## src/rtl/ahp_pkg.sv

```systemverilog
package ahp_pkg;
  // bus geometry
  localparam int DATA_W = 13;
  localparam int NARROW_W = 8;
  localparam int CFG_W = 13;
  // configuration field positions
  localparam int CFG_SYNC_IN_BIT = 8;
  localparam int CFG_BW_BIT = 12;
  localparam int CFG_CH_LSB = 0;
  localparam int CFG_CH_W = 4;
  localparam int CH_HALF_W = 2;
  // reset values
  localparam logic [12:0] CFG_RESET = 13'h0000;
  localparam logic [12:0] DATA_ZERO = 13'h0000;
  localparam logic [12:0] NARROW_MASK = 13'h00ff;
  localparam logic [3:0] CH_RESET = 4'h0;
  // conversion timing, in clock cycles
  localparam int CONV_CYCLES = 16;
  localparam logic [4:0] CONV_LAST = 5'h0f;
  localparam logic [4:0] CONV_ZERO = 5'h00;

  // bus strobes as seen by the port after synchronising
  typedef struct packed {
    logic cs_n;
    logic rd_n;
    logic wr_n;
  } ahp_strobe_t;

  // converter core states
  typedef enum logic [1:0] {
    AHP_IDLE = 2'b00,
    AHP_CONV = 2'b01,
    AHP_DONE = 2'b10
  } ahp_state_t;
endpackage : ahp_pkg

```

## src/rtl/ahp_port.sv

```systemverilog
`timescale 1ns/1ns
// Functional notes
// RL1: strap at power-up picks write latch edge
// RL2: host keeps strap constant after power-up
// RL3: b8 set: sync rising edge starts conversion
// RL4: b8 clear: sync driven high during conversion
// RL5: b12 clear: upper five data lines float
// RL6: data line 12 is msb, 0 lsb
// RL7: conversion clock between 0.05 and 12 MHz; conversions here count cycles of the 100 MHz system clock
// RL8: input buffers on only with cs and wr low
// RL9: drive data only with cs and rd low
// RL10: ready low flags function start or end
// RL11: standby pin low only while in standby
// RL12: channel field b3..b0 drives selector outputs
// RL13: config written by bus, applied after latch
module ahp_port (
  input wire logic clk, // 100 MHz system clock
  input wire logic rst_b, // sync reset, active low
  input wire logic write_edge_select_strap, // latch edge strap pin
  input wire logic cs_n, // chip select pin
  input wire logic rd_n, // read strobe pin
  input wire logic wr_n, // write strobe pin
  input wire logic [12:0] data_lines_in, // data pins as seen
  output logic [12:0] data_lines_out, // data pin drive values
  output logic [12:0] data_lines_oe, // data pin enables, high drives
  output logic data_in_buf_en, // data input buffers enabled
  input wire logic sync_in, // sync pin level
  output logic sync_out, // sync pin drive value
  output logic sync_oe, // sync pin enable
  input wire logic [12:0] conv_result, // result from converter core
  input wire logic standby_req, // core asks to enter standby
  input wire logic wake_req, // host asks to leave standby
  output logic ready_n, // ready flag, active low
  output logic low_power_indicator_n, // standby flag, active low
  output logic [1:0] selector_output_pos, // positive selector code
  output logic [1:0] selector_output_neg // negative selector code
);
  ahp_pkg::ahp_strobe_t strobe; // synchronised strobes
  ahp_pkg::ahp_strobe_t strobe_d; // previous strobes for edges
  logic [12:0] data_s; // synchronised data pins
  logic strap_s; // synchronised strap
  logic sync_s; // synchronised sync pin
  logic sync_d; // previous sync level
  logic strap; // strap caught after reset
  logic strap_taken; // strap capture done
  logic strap_wait; // first edge after release has passed
  logic strap_settled; // synchroniser no longer shows its reset park
  logic [12:0] cfg; // configuration register
  ahp_pkg::ahp_state_t state; // conversion state
  logic [4:0] conv_cnt; // conversion cycle counter
  logic [12:0] result; // last finished result
  logic in_standby; // standby state
  logic next_strap;
  logic next_strap_taken;
  logic next_strap_wait;
  logic next_strap_settled;
  logic [12:0] next_cfg;
  logic [12:0] next_result;
  ahp_pkg::ahp_state_t next_state;
  logic [4:0] next_conv_cnt;
  logic next_in_standby;
  logic [12:0] next_data_out;
  logic [12:0] next_data_oe;
  logic next_in_buf_en;
  logic next_sync_out;
  logic next_sync_oe;
  logic next_ready_n;
  logic next_lp_n;
  logic [1:0] next_pos;
  logic [1:0] next_neg;
  logic wr_rise; // write strobe went high while selected
  logic wr_fall; // write strobe went low while selected
  logic latch; // configured latching edge seen
  logic start; // conversion start request
  logic wide; // 13-line bus mode

  // lane mask for the active width
  function automatic logic [12:0] lane_mask(input logic wide_mode);
    lane_mask = wide_mode ? '1 : ahp_pkg::NARROW_MASK;
  endfunction : lane_mask

  // all pin inputs pass two flops first: 3 strobes, strap, sync, 13 data lines
  ahp_sync2 #(.W(18)) u_sync (
    .clk(clk),
    .rst_b(rst_b),
    .d({cs_n, rd_n, wr_n, write_edge_select_strap, sync_in, data_lines_in}),
    .q({strobe, strap_s, sync_s, data_s})
  );

  // edge detection works from synchronised copies only
  always_comb begin
    wr_rise = !strobe_d.cs_n && !strobe_d.wr_n && strobe.wr_n;
    wr_fall = !strobe.cs_n && strobe_d.wr_n && !strobe.wr_n;
    latch = strap ? wr_fall : wr_rise; // RL1
    wide = cfg[ahp_pkg::CFG_BW_BIT];
    // sync edge only counts when the pin is an input
    start = cfg[ahp_pkg::CFG_SYNC_IN_BIT] && sync_s && !sync_d; // RL3
  end

  // strap capture and configuration write
  always_comb begin
    next_strap = strap;
    next_strap_taken = strap_taken;
    next_strap_wait = strap_wait;
    next_strap_settled = strap_settled;
    next_cfg = cfg;
    if (!rst_b) begin
      next_strap = 1'b0;
      next_strap_taken = 1'b0;
      next_strap_wait = 1'b0;
      next_strap_settled = 1'b0;
      next_cfg = ahp_pkg::CFG_RESET;
    end else begin
      // the synchroniser shows its parked high for two edges after release,
      // so the strap copy is only trusted once both stages hold the pin
      next_strap_wait = 1'b1;
      next_strap_settled = strap_wait;
      // catch once after release; later changes ignored since the board holds it
      if (strap_settled && !strap_taken) begin
        next_strap = strap_s; // RL1 RL2
        next_strap_taken = 1'b1;
      end
      // rising-edge mode samples the data seen in the same cycle as the risen strobe;
      // all thirteen lines are taken, else the width bit could never be set
      if (strap_taken && latch) begin
        next_cfg = data_s; // RL13 RL6
      end
    end
  end

  always_ff @(posedge clk) begin
    strap <= next_strap;
    strap_taken <= next_strap_taken;
    strap_wait <= next_strap_wait;
    strap_settled <= next_strap_settled;
    cfg <= next_cfg;
    strobe_d <= rst_b ? strobe : '1;
    sync_d <= rst_b ? sync_s : 1'b0;
  end

  // conversion sequencer and standby tracking
  always_comb begin
    next_state = state;
    next_conv_cnt = conv_cnt;
    next_result = result;
    next_in_standby = in_standby;
    if (!rst_b) begin
      next_state = ahp_pkg::AHP_IDLE;
      next_conv_cnt = ahp_pkg::CONV_ZERO;
      next_result = ahp_pkg::DATA_ZERO;
      next_in_standby = 1'b0;
    end else begin
      // wake wins over a standby request in the same cycle
      if (wake_req) begin
        next_in_standby = 1'b0;
      end else if (standby_req && state == ahp_pkg::AHP_IDLE) begin
        next_in_standby = 1'b1;
      end
      unique case (state)
        ahp_pkg::AHP_IDLE: begin
          if (start && !in_standby) begin
            next_state = ahp_pkg::AHP_CONV;
            next_conv_cnt = ahp_pkg::CONV_ZERO;
          end
        end
        ahp_pkg::AHP_CONV: begin
          next_conv_cnt = conv_cnt + 5'h01;
          if (conv_cnt == ahp_pkg::CONV_LAST) begin
            next_state = ahp_pkg::AHP_DONE;
            next_result = conv_result;
          end
        end
        ahp_pkg::AHP_DONE: begin
          next_state = ahp_pkg::AHP_IDLE;
        end
        default: begin
          next_state = ahp_pkg::AHP_IDLE;
        end
      endcase
    end
  end

  always_ff @(posedge clk) begin
    state <= next_state;
    conv_cnt <= next_conv_cnt;
    result <= next_result;
    in_standby <= next_in_standby;
  end

  // pin drive: every output straight from a flop
  always_comb begin
    next_data_out = ahp_pkg::DATA_ZERO;
    next_data_oe = ahp_pkg::DATA_ZERO;
    next_in_buf_en = 1'b0;
    next_sync_out = 1'b0;
    next_sync_oe = 1'b0;
    next_ready_n = 1'b1;
    next_lp_n = 1'b1;
    next_pos = 2'h0;
    next_neg = 2'h0;
    if (rst_b) begin
      // read drive only while selected and read low; upper lanes float when narrow
      if (!strobe.cs_n && !strobe.rd_n) begin
        next_data_out = result & lane_mask(wide); // RL9 RL6
        next_data_oe = lane_mask(wide); // RL5 RL9
      end
      next_in_buf_en = !strobe.cs_n && !strobe.wr_n; // RL8
      // output mode: high for the whole conversion
      next_sync_oe = !cfg[ahp_pkg::CFG_SYNC_IN_BIT]; // RL4
      next_sync_out = next_sync_oe && next_state == ahp_pkg::AHP_CONV; // RL4
      // ready pulses low at start and at end of conversion
      next_ready_n = !(next_state == ahp_pkg::AHP_DONE ||
                       (state == ahp_pkg::AHP_IDLE && next_state == ahp_pkg::AHP_CONV)); // RL10
      // leaving standby releases the pin at once
      next_lp_n = !(next_in_standby && !wake_req); // RL11
      next_pos = cfg[ahp_pkg::CFG_CH_LSB +: ahp_pkg::CH_HALF_W]; // RL12
      next_neg = cfg[ahp_pkg::CFG_CH_LSB + ahp_pkg::CH_HALF_W +: ahp_pkg::CH_HALF_W]; // RL12
    end
  end

  always_ff @(posedge clk) begin
    data_lines_out <= next_data_out;
    data_lines_oe <= next_data_oe;
    data_in_buf_en <= next_in_buf_en;
    sync_out <= next_sync_out;
    sync_oe <= next_sync_oe;
    ready_n <= next_ready_n;
    low_power_indicator_n <= next_lp_n;
    selector_output_pos <= next_pos;
    selector_output_neg <= next_neg;
  end

  // checks
  a_narrow_float: assert property (@(posedge clk) disable iff (!rst_b) // RL5
    !cfg[ahp_pkg::CFG_BW_BIT] && $stable(cfg) |=> data_lines_oe[12:8] == 5'h00)
    else $error("upper data lines driven in narrow mode");
  a_read_gate: assert property (@(posedge clk) disable iff (!rst_b) // RL9
    (strobe.cs_n || strobe.rd_n) |=> data_lines_oe == ahp_pkg::DATA_ZERO)
    else $error("data driven without read select");
  a_write_gate: assert property (@(posedge clk) disable iff (!rst_b) // RL8
    data_in_buf_en |-> !$past(strobe.cs_n) && !$past(strobe.wr_n))
    else $error("input buffers on without write select");
  a_sync_start: assert property (@(posedge clk) disable iff (!rst_b) // RL3
    start && state == ahp_pkg::AHP_IDLE && !in_standby |=> state == ahp_pkg::AHP_CONV)
    else $error("sync edge did not start conversion");
  a_sync_high: assert property (@(posedge clk) disable iff (!rst_b) // RL4
    sync_oe && $rose(sync_out) |-> sync_out [*8])
    else $error("sync output dropped early");
  a_sync_end: assert property (@(posedge clk) disable iff (!rst_b) // RL4
    sync_oe && $rose(sync_out) |-> ##[1:20] !sync_out)
    else $error("sync output never fell");
  a_ready_end: assert property (@(posedge clk) disable iff (!rst_b) // RL10
    state == ahp_pkg::AHP_DONE |-> !ready_n)
    else $error("ready missing at conversion end");
  a_cfg_latch: assert property (@(posedge clk) disable iff (!rst_b) // RL13
    strap_taken && latch |=> cfg == $past(data_s))
    else $error("configuration not applied");
  a_standby_pin: assert property (@(posedge clk) disable iff (!rst_b) // RL11
    wake_req |=> low_power_indicator_n)
    else $error("standby pin low after wake request");
  a_mux_route: assert property (@(posedge clk) disable iff (!rst_b) // RL12
    $stable(cfg) |=> selector_output_pos == $past(cfg[1:0]))
    else $error("selector output does not follow channel field");
  // the strap is read once; a later pin change must not move the latch edge
  a_strap_hold: assert property (@(posedge clk) disable iff (!rst_b) // RL1
    strap_taken && $past(strap_taken) |-> $stable(strap))
    else $error("latch edge choice moved after capture");
  a_sync_in_quiet: assert property (@(posedge clk) disable iff (!rst_b) // RL3
    cfg[ahp_pkg::CFG_SYNC_IN_BIT] |=> !sync_oe)
    else $error("sync pin driven while it is an input");
  a_ready_start: assert property (@(posedge clk) disable iff (!rst_b) // RL10
    $rose(state == ahp_pkg::AHP_CONV) |-> !ready_n)
    else $error("ready missing at conversion start");
  a_result_latch: assert property (@(posedge clk) disable iff (!rst_b) // RL3
    state == ahp_pkg::AHP_CONV && conv_cnt == ahp_pkg::CONV_LAST |=>
      result == $past(conv_result))
    else $error("result not taken at conversion end");
  // wide reads must drive every line, not only the low byte
  a_wide_drive: assert property (@(posedge clk) disable iff (!rst_b) // RL5
    !strobe.cs_n && !strobe.rd_n && wide |=> &data_lines_oe)
    else $error("wide read left lines floating");
  a_read_data: assert property (@(posedge clk) disable iff (!rst_b) // RL6
    !strobe.cs_n && !strobe.rd_n |=> data_lines_out == ($past(result) & data_lines_oe))
    else $error("read data not on matching lines");
  a_buf_follow: assert property (@(posedge clk) disable iff (!rst_b) // RL8
    !strobe.cs_n && !strobe.wr_n |=> data_in_buf_en)
    else $error("input buffers off during write select");
  a_neg_route: assert property (@(posedge clk) disable iff (!rst_b) // RL12
    $stable(cfg) |=> selector_output_neg == $past(cfg[3:2]))
    else $error("negative selector does not follow channel field");
  c_conv_done: cover property (@(posedge clk) disable iff (!rst_b)
    state == ahp_pkg::AHP_DONE);
  c_read_wide: cover property (@(posedge clk) disable iff (!rst_b)
    data_lines_oe[12]);
  c_cfg_write: cover property (@(posedge clk) disable iff (!rst_b)
    strap_taken && latch);
  c_standby: cover property (@(posedge clk) disable iff (!rst_b)
    !low_power_indicator_n);
  // a conversion launched from the sync input
  c_sync_start: cover property (@(posedge clk) disable iff (!rst_b)
    start && state == ahp_pkg::AHP_IDLE && !in_standby);
endmodule : ahp_port

```

## src/rtl/ahp_sync2.sv

```systemverilog
`timescale 1ns/1ns
// two-flop synchroniser for a small group of pin levels
module ahp_sync2 #(
  parameter int W = 1
) (
  input wire logic clk, // system clock
  input wire logic rst_b, // sync reset, active low
  input wire logic [W-1:0] d, // asynchronous pins
  output logic [W-1:0] q // synchronised levels
);
  logic [W-1:0] meta; // first stage, read only by q
  logic [W-1:0] next_meta;
  logic [W-1:0] next_q;

  // reset parks both stages high, matching idle strobes
  always_comb begin
    next_meta = rst_b ? d : '1;
    next_q = rst_b ? meta : '1;
  end

  always_ff @(posedge clk) begin
    meta <= next_meta;
    q <= next_q;
  end
endmodule : ahp_sync2

```

## config.mk

```make
export PLATFORM = sky130hd
export DESIGN_NAME = ahp_port
export DESIGN_NICKNAME = d
export VERILOG_FILES = /design/src/rtl/ahp_pkg.sv /design/src/rtl/ahp_port.sv /design/src/rtl/ahp_sync2.sv
export SDC_FILE = /design/constraint.sdc
export NUM_CORES = 1
export LEC_CHECK = 0
export BUFFER_PORTS_ARGS = -buffer_cell sky130_fd_sc_hd__buf_4
export CAP_MARGIN = 5
export CORE_ASPECT_RATIO = 1.25
export CORE_MARGIN = 2
export CORE_UTILIZATION = 55
export CTS_CLUSTER_DIAMETER = 50
export DETAILED_ROUTE_END_ITERATION = 7
export PLACE_DENSITY_LB_ADDON = 0.2
export SLEW_MARGIN = 20
export SYNTH_ARGS = -nofsm -noshare
export SYNTH_HDL_FRONTEND = slang
export SYNTH_SLANG_ARGS = --single-unit
```

## constraint.sdc

```tcl
create_clock -name clk -period 2.6 [get_ports clk]
set_input_delay 0.65 -clock clk [delete_from_list [all_inputs] [get_ports clk]]
set_output_delay 0.65 -clock clk [all_outputs]
set_load 0.03 [all_outputs]
```

==> results.cfg <==
[run_status]
outcome = finished, final reports clean

[synthesis]
syn_area_per_cell_sq_um = 10.8
synth_edf_count = 0
synth_common_cells = dfxtp_1, nand2_1, nand2b_1, and2_1, buf_4
synthDistinctLibCells = 39
synthArstFlopShare = 0
yosys_register_bits = 80
synth_top_cell_by_area = dfxtp_1
syn-num-nets = 287
synthCells = 250
yosysMostFrequentCell = dfxtp_1
synth_warnings = 0
synth_area_leaders = dfxtp_1, nand2_1, nand2b_1
ys_seq_area_frac = 0.596
syn_area_sq_um = 2690
synth_ff_type = dfxtp_1
synth.top_cell.area_share = 0.596

[global_routing]
grt_usage = 0.159
grt_max_degree = 48
antenna_found_initial = 0
grt-ovfl-total = 0
grt_pass1_vias = 1452
grt_first_pass_wirelength_mm = 6.24

[pwr]
power_density_nw_per_um2 = 717
vdd_ir_drop_max_mv = 0.493
finalPower_uw = 2380
p_leak_uw = 0.00151

[die]
start_util = 0.569
io_pins = 70
die_h_um = 82.2
core_sq_um = 4730
fp.dieW_um = 66.5
fp.dieArea_sq_um = 5470
fp-row-count = 28

[worst_setup_path]
ff2ff_path_depth = 6
cp.required_ps = 2890
crit_type = reg -> reg
cp.arrival_ps = 2140
cp-endpoint = result[10]
rrSetupSlack_ps = 740
endpoint_kind = flop
startpoint_type = flop
critPathMaxFanout = 15
r2r_end = result[10]
reg2reg_from = conv_cnt[0]
startpoint = conv_cnt[0]

[cells_and_area]
drive_gt1_frac = 0.287
fin_area_sq_um = 3320
final_nets = 339
n_antenna_cell = 0
n_fill_cell = 386
areaGrowthSynthToFinish_pct = 23.3

[hold_path]
hp-class = reg -> reg
hold_start = u_sync.meta[8]

[timing]
setup_viol = 0
max_freq_mhz = 539
finalHoldViolCount = 0
slew_viol_final = 0
slew_headroom = 0.622
period_share = 0.714
fin_tns_setup_ps = 0
min_period_ps = 1860
worst_slew_pin_slew_ps = 566
rsz0062_at_grt = no
finClkSkew_ps = 15.4

[clocking]
post_cts_resized = 0
clock_path_buffers = 2
numCtsBuffers = 9
clk_transition_reported_paths_ps = 90
tritoncts = yes
post_cts_buffers = 0
clock_sinks = 80
clock_latency_ps = 350
cts_root_buffer = clkbuf_8
h-tree-depth = 3
ctsHoldBuffers = 0

[placement]
port_buffers = 62
dp_hpwl_mm = 2.67
routabilityCongestion = 0.701
dpl_cell_area_sq_um = 3080

[drt]
dr.pass1.iters = 4
via_per_inst = 4.58
drt_drc_violations_left = 0
antenna_left = 0
wl_per_cell_um = 10.7
vias = 1681
drt-initial-drc-count = 98
wl_mm = 3.93

[flow_run]
cap_violations = 0
-- routing by layer --
metal	wire length [um]	global-route usage	share of wire	up-vias
li1	-	-	-	890
met1	1700	0.173	0.43	734
met2	1870	0.258	0.47	50
met3	279	0.0678	0.071	7
met4	87	0.0918	0.022	0
met5	0	0	0	-
-- through the flow --
| step | worst slack (ps) | std cells | hold WS (ps) | utilization |
|---|---|---|---|---|
| after floorplan | 1010 | 250 | 386 | - |
| after global placement | 805 | 351 | 389 | 0.651 |
| after detailed placement | 737 | 351 | 392 | 0.651 |
| after CTS | 693 | 367 | 410 | 0.701 |
| after global routing | 491 | 367 | 418 | 0.701 |
| final | 744 | 367 | 409 | 0.701 |
-- how the worst min path moves through the flow --
stage,end,cells past startpoint
floorplan,u_sync.q[0],1
global placement,u_sync.q[14],1
detailed placement,u_sync.q[13],1
CTS,u_sync.q[16],1
global route,u_sync.q[8],1
finish,u_sync.q[8],1
-- critical path: stages, from the launching register on --
cell	delay, ps
dfxtp_1	380
ha_1	180
and3_1	160
ha_1	230
and3b_1	550
nand2_1	130
a21boi_1	150
-- cell type report --
cell class / count / area (sq um) / area share
inverter: 6 / 22.5 / 0.00679
clock buffer: 11 / 151 / 0.0457
timing repair buffer: 63 / 473 / 0.143
sequential: 80 / 1600 / 0.483
tap: 60 / 75.1 / 0.0226
clock inverter: 5 / 86.3 / 0.0260
multi-input combinational: 142 / 906 / 0.273
-- placed cells by master (no fill, tap or decap), types with 3 or more instances in the layout --
cell,synthesis,routed
inv_1,6,6
and2_1,15,15
nand2_1,40,40
a21oi_1,4,4
mux2i_1,7,7
nand2b_1,24,24
clkbuf_8,0,11
dfxtp_1,80,80
buf_4,12,63
nor2_1,5,5
o21ai_0,4,4
a21boi_1,8,8
a21boi_0,5,5
nor2b_1,3,3
-- state kept, by name, indices dropped and copies added (netlist names), 2 cells and up --
register	cells
state	2
selector_output_pos	2
data_lines_out	13
u_sync.meta	11
result	13
strobe_d	2
conv_cnt	5
u_sync.q	11
cfg	6
data_lines_oe	2
selector_output_neg	2
-- report_power, final --
| part | total [uW] | leakage [uW] | internal [uW] | switching (uW) |
|---|---|---|---|---|
| logic | 80.9 | 0.000740 | 48.9 | 32.0 |
| clock network | 1040 | 0.000120 | 599 | 440 |
| registers | 1260 | 0.000652 | 1250 | 8.74 |
-- kinds of logic (layout without fill, tap and decap cells) --
family	count (synthesis)	after routing	share of synthesized area
buffers and inverters	28	85	0.0675
and+or+nand+nor	106	106	0.229
xor gates and xnor gates	1	1	0.00326
adders and majority gates	2	2	0.00931
muxes	7	7	0.0261
DFF	80	80	0.596
AOI/OAI and AO/OA	26	26	0.0689
Note: power is estimated with default switching activity, not from simulation.
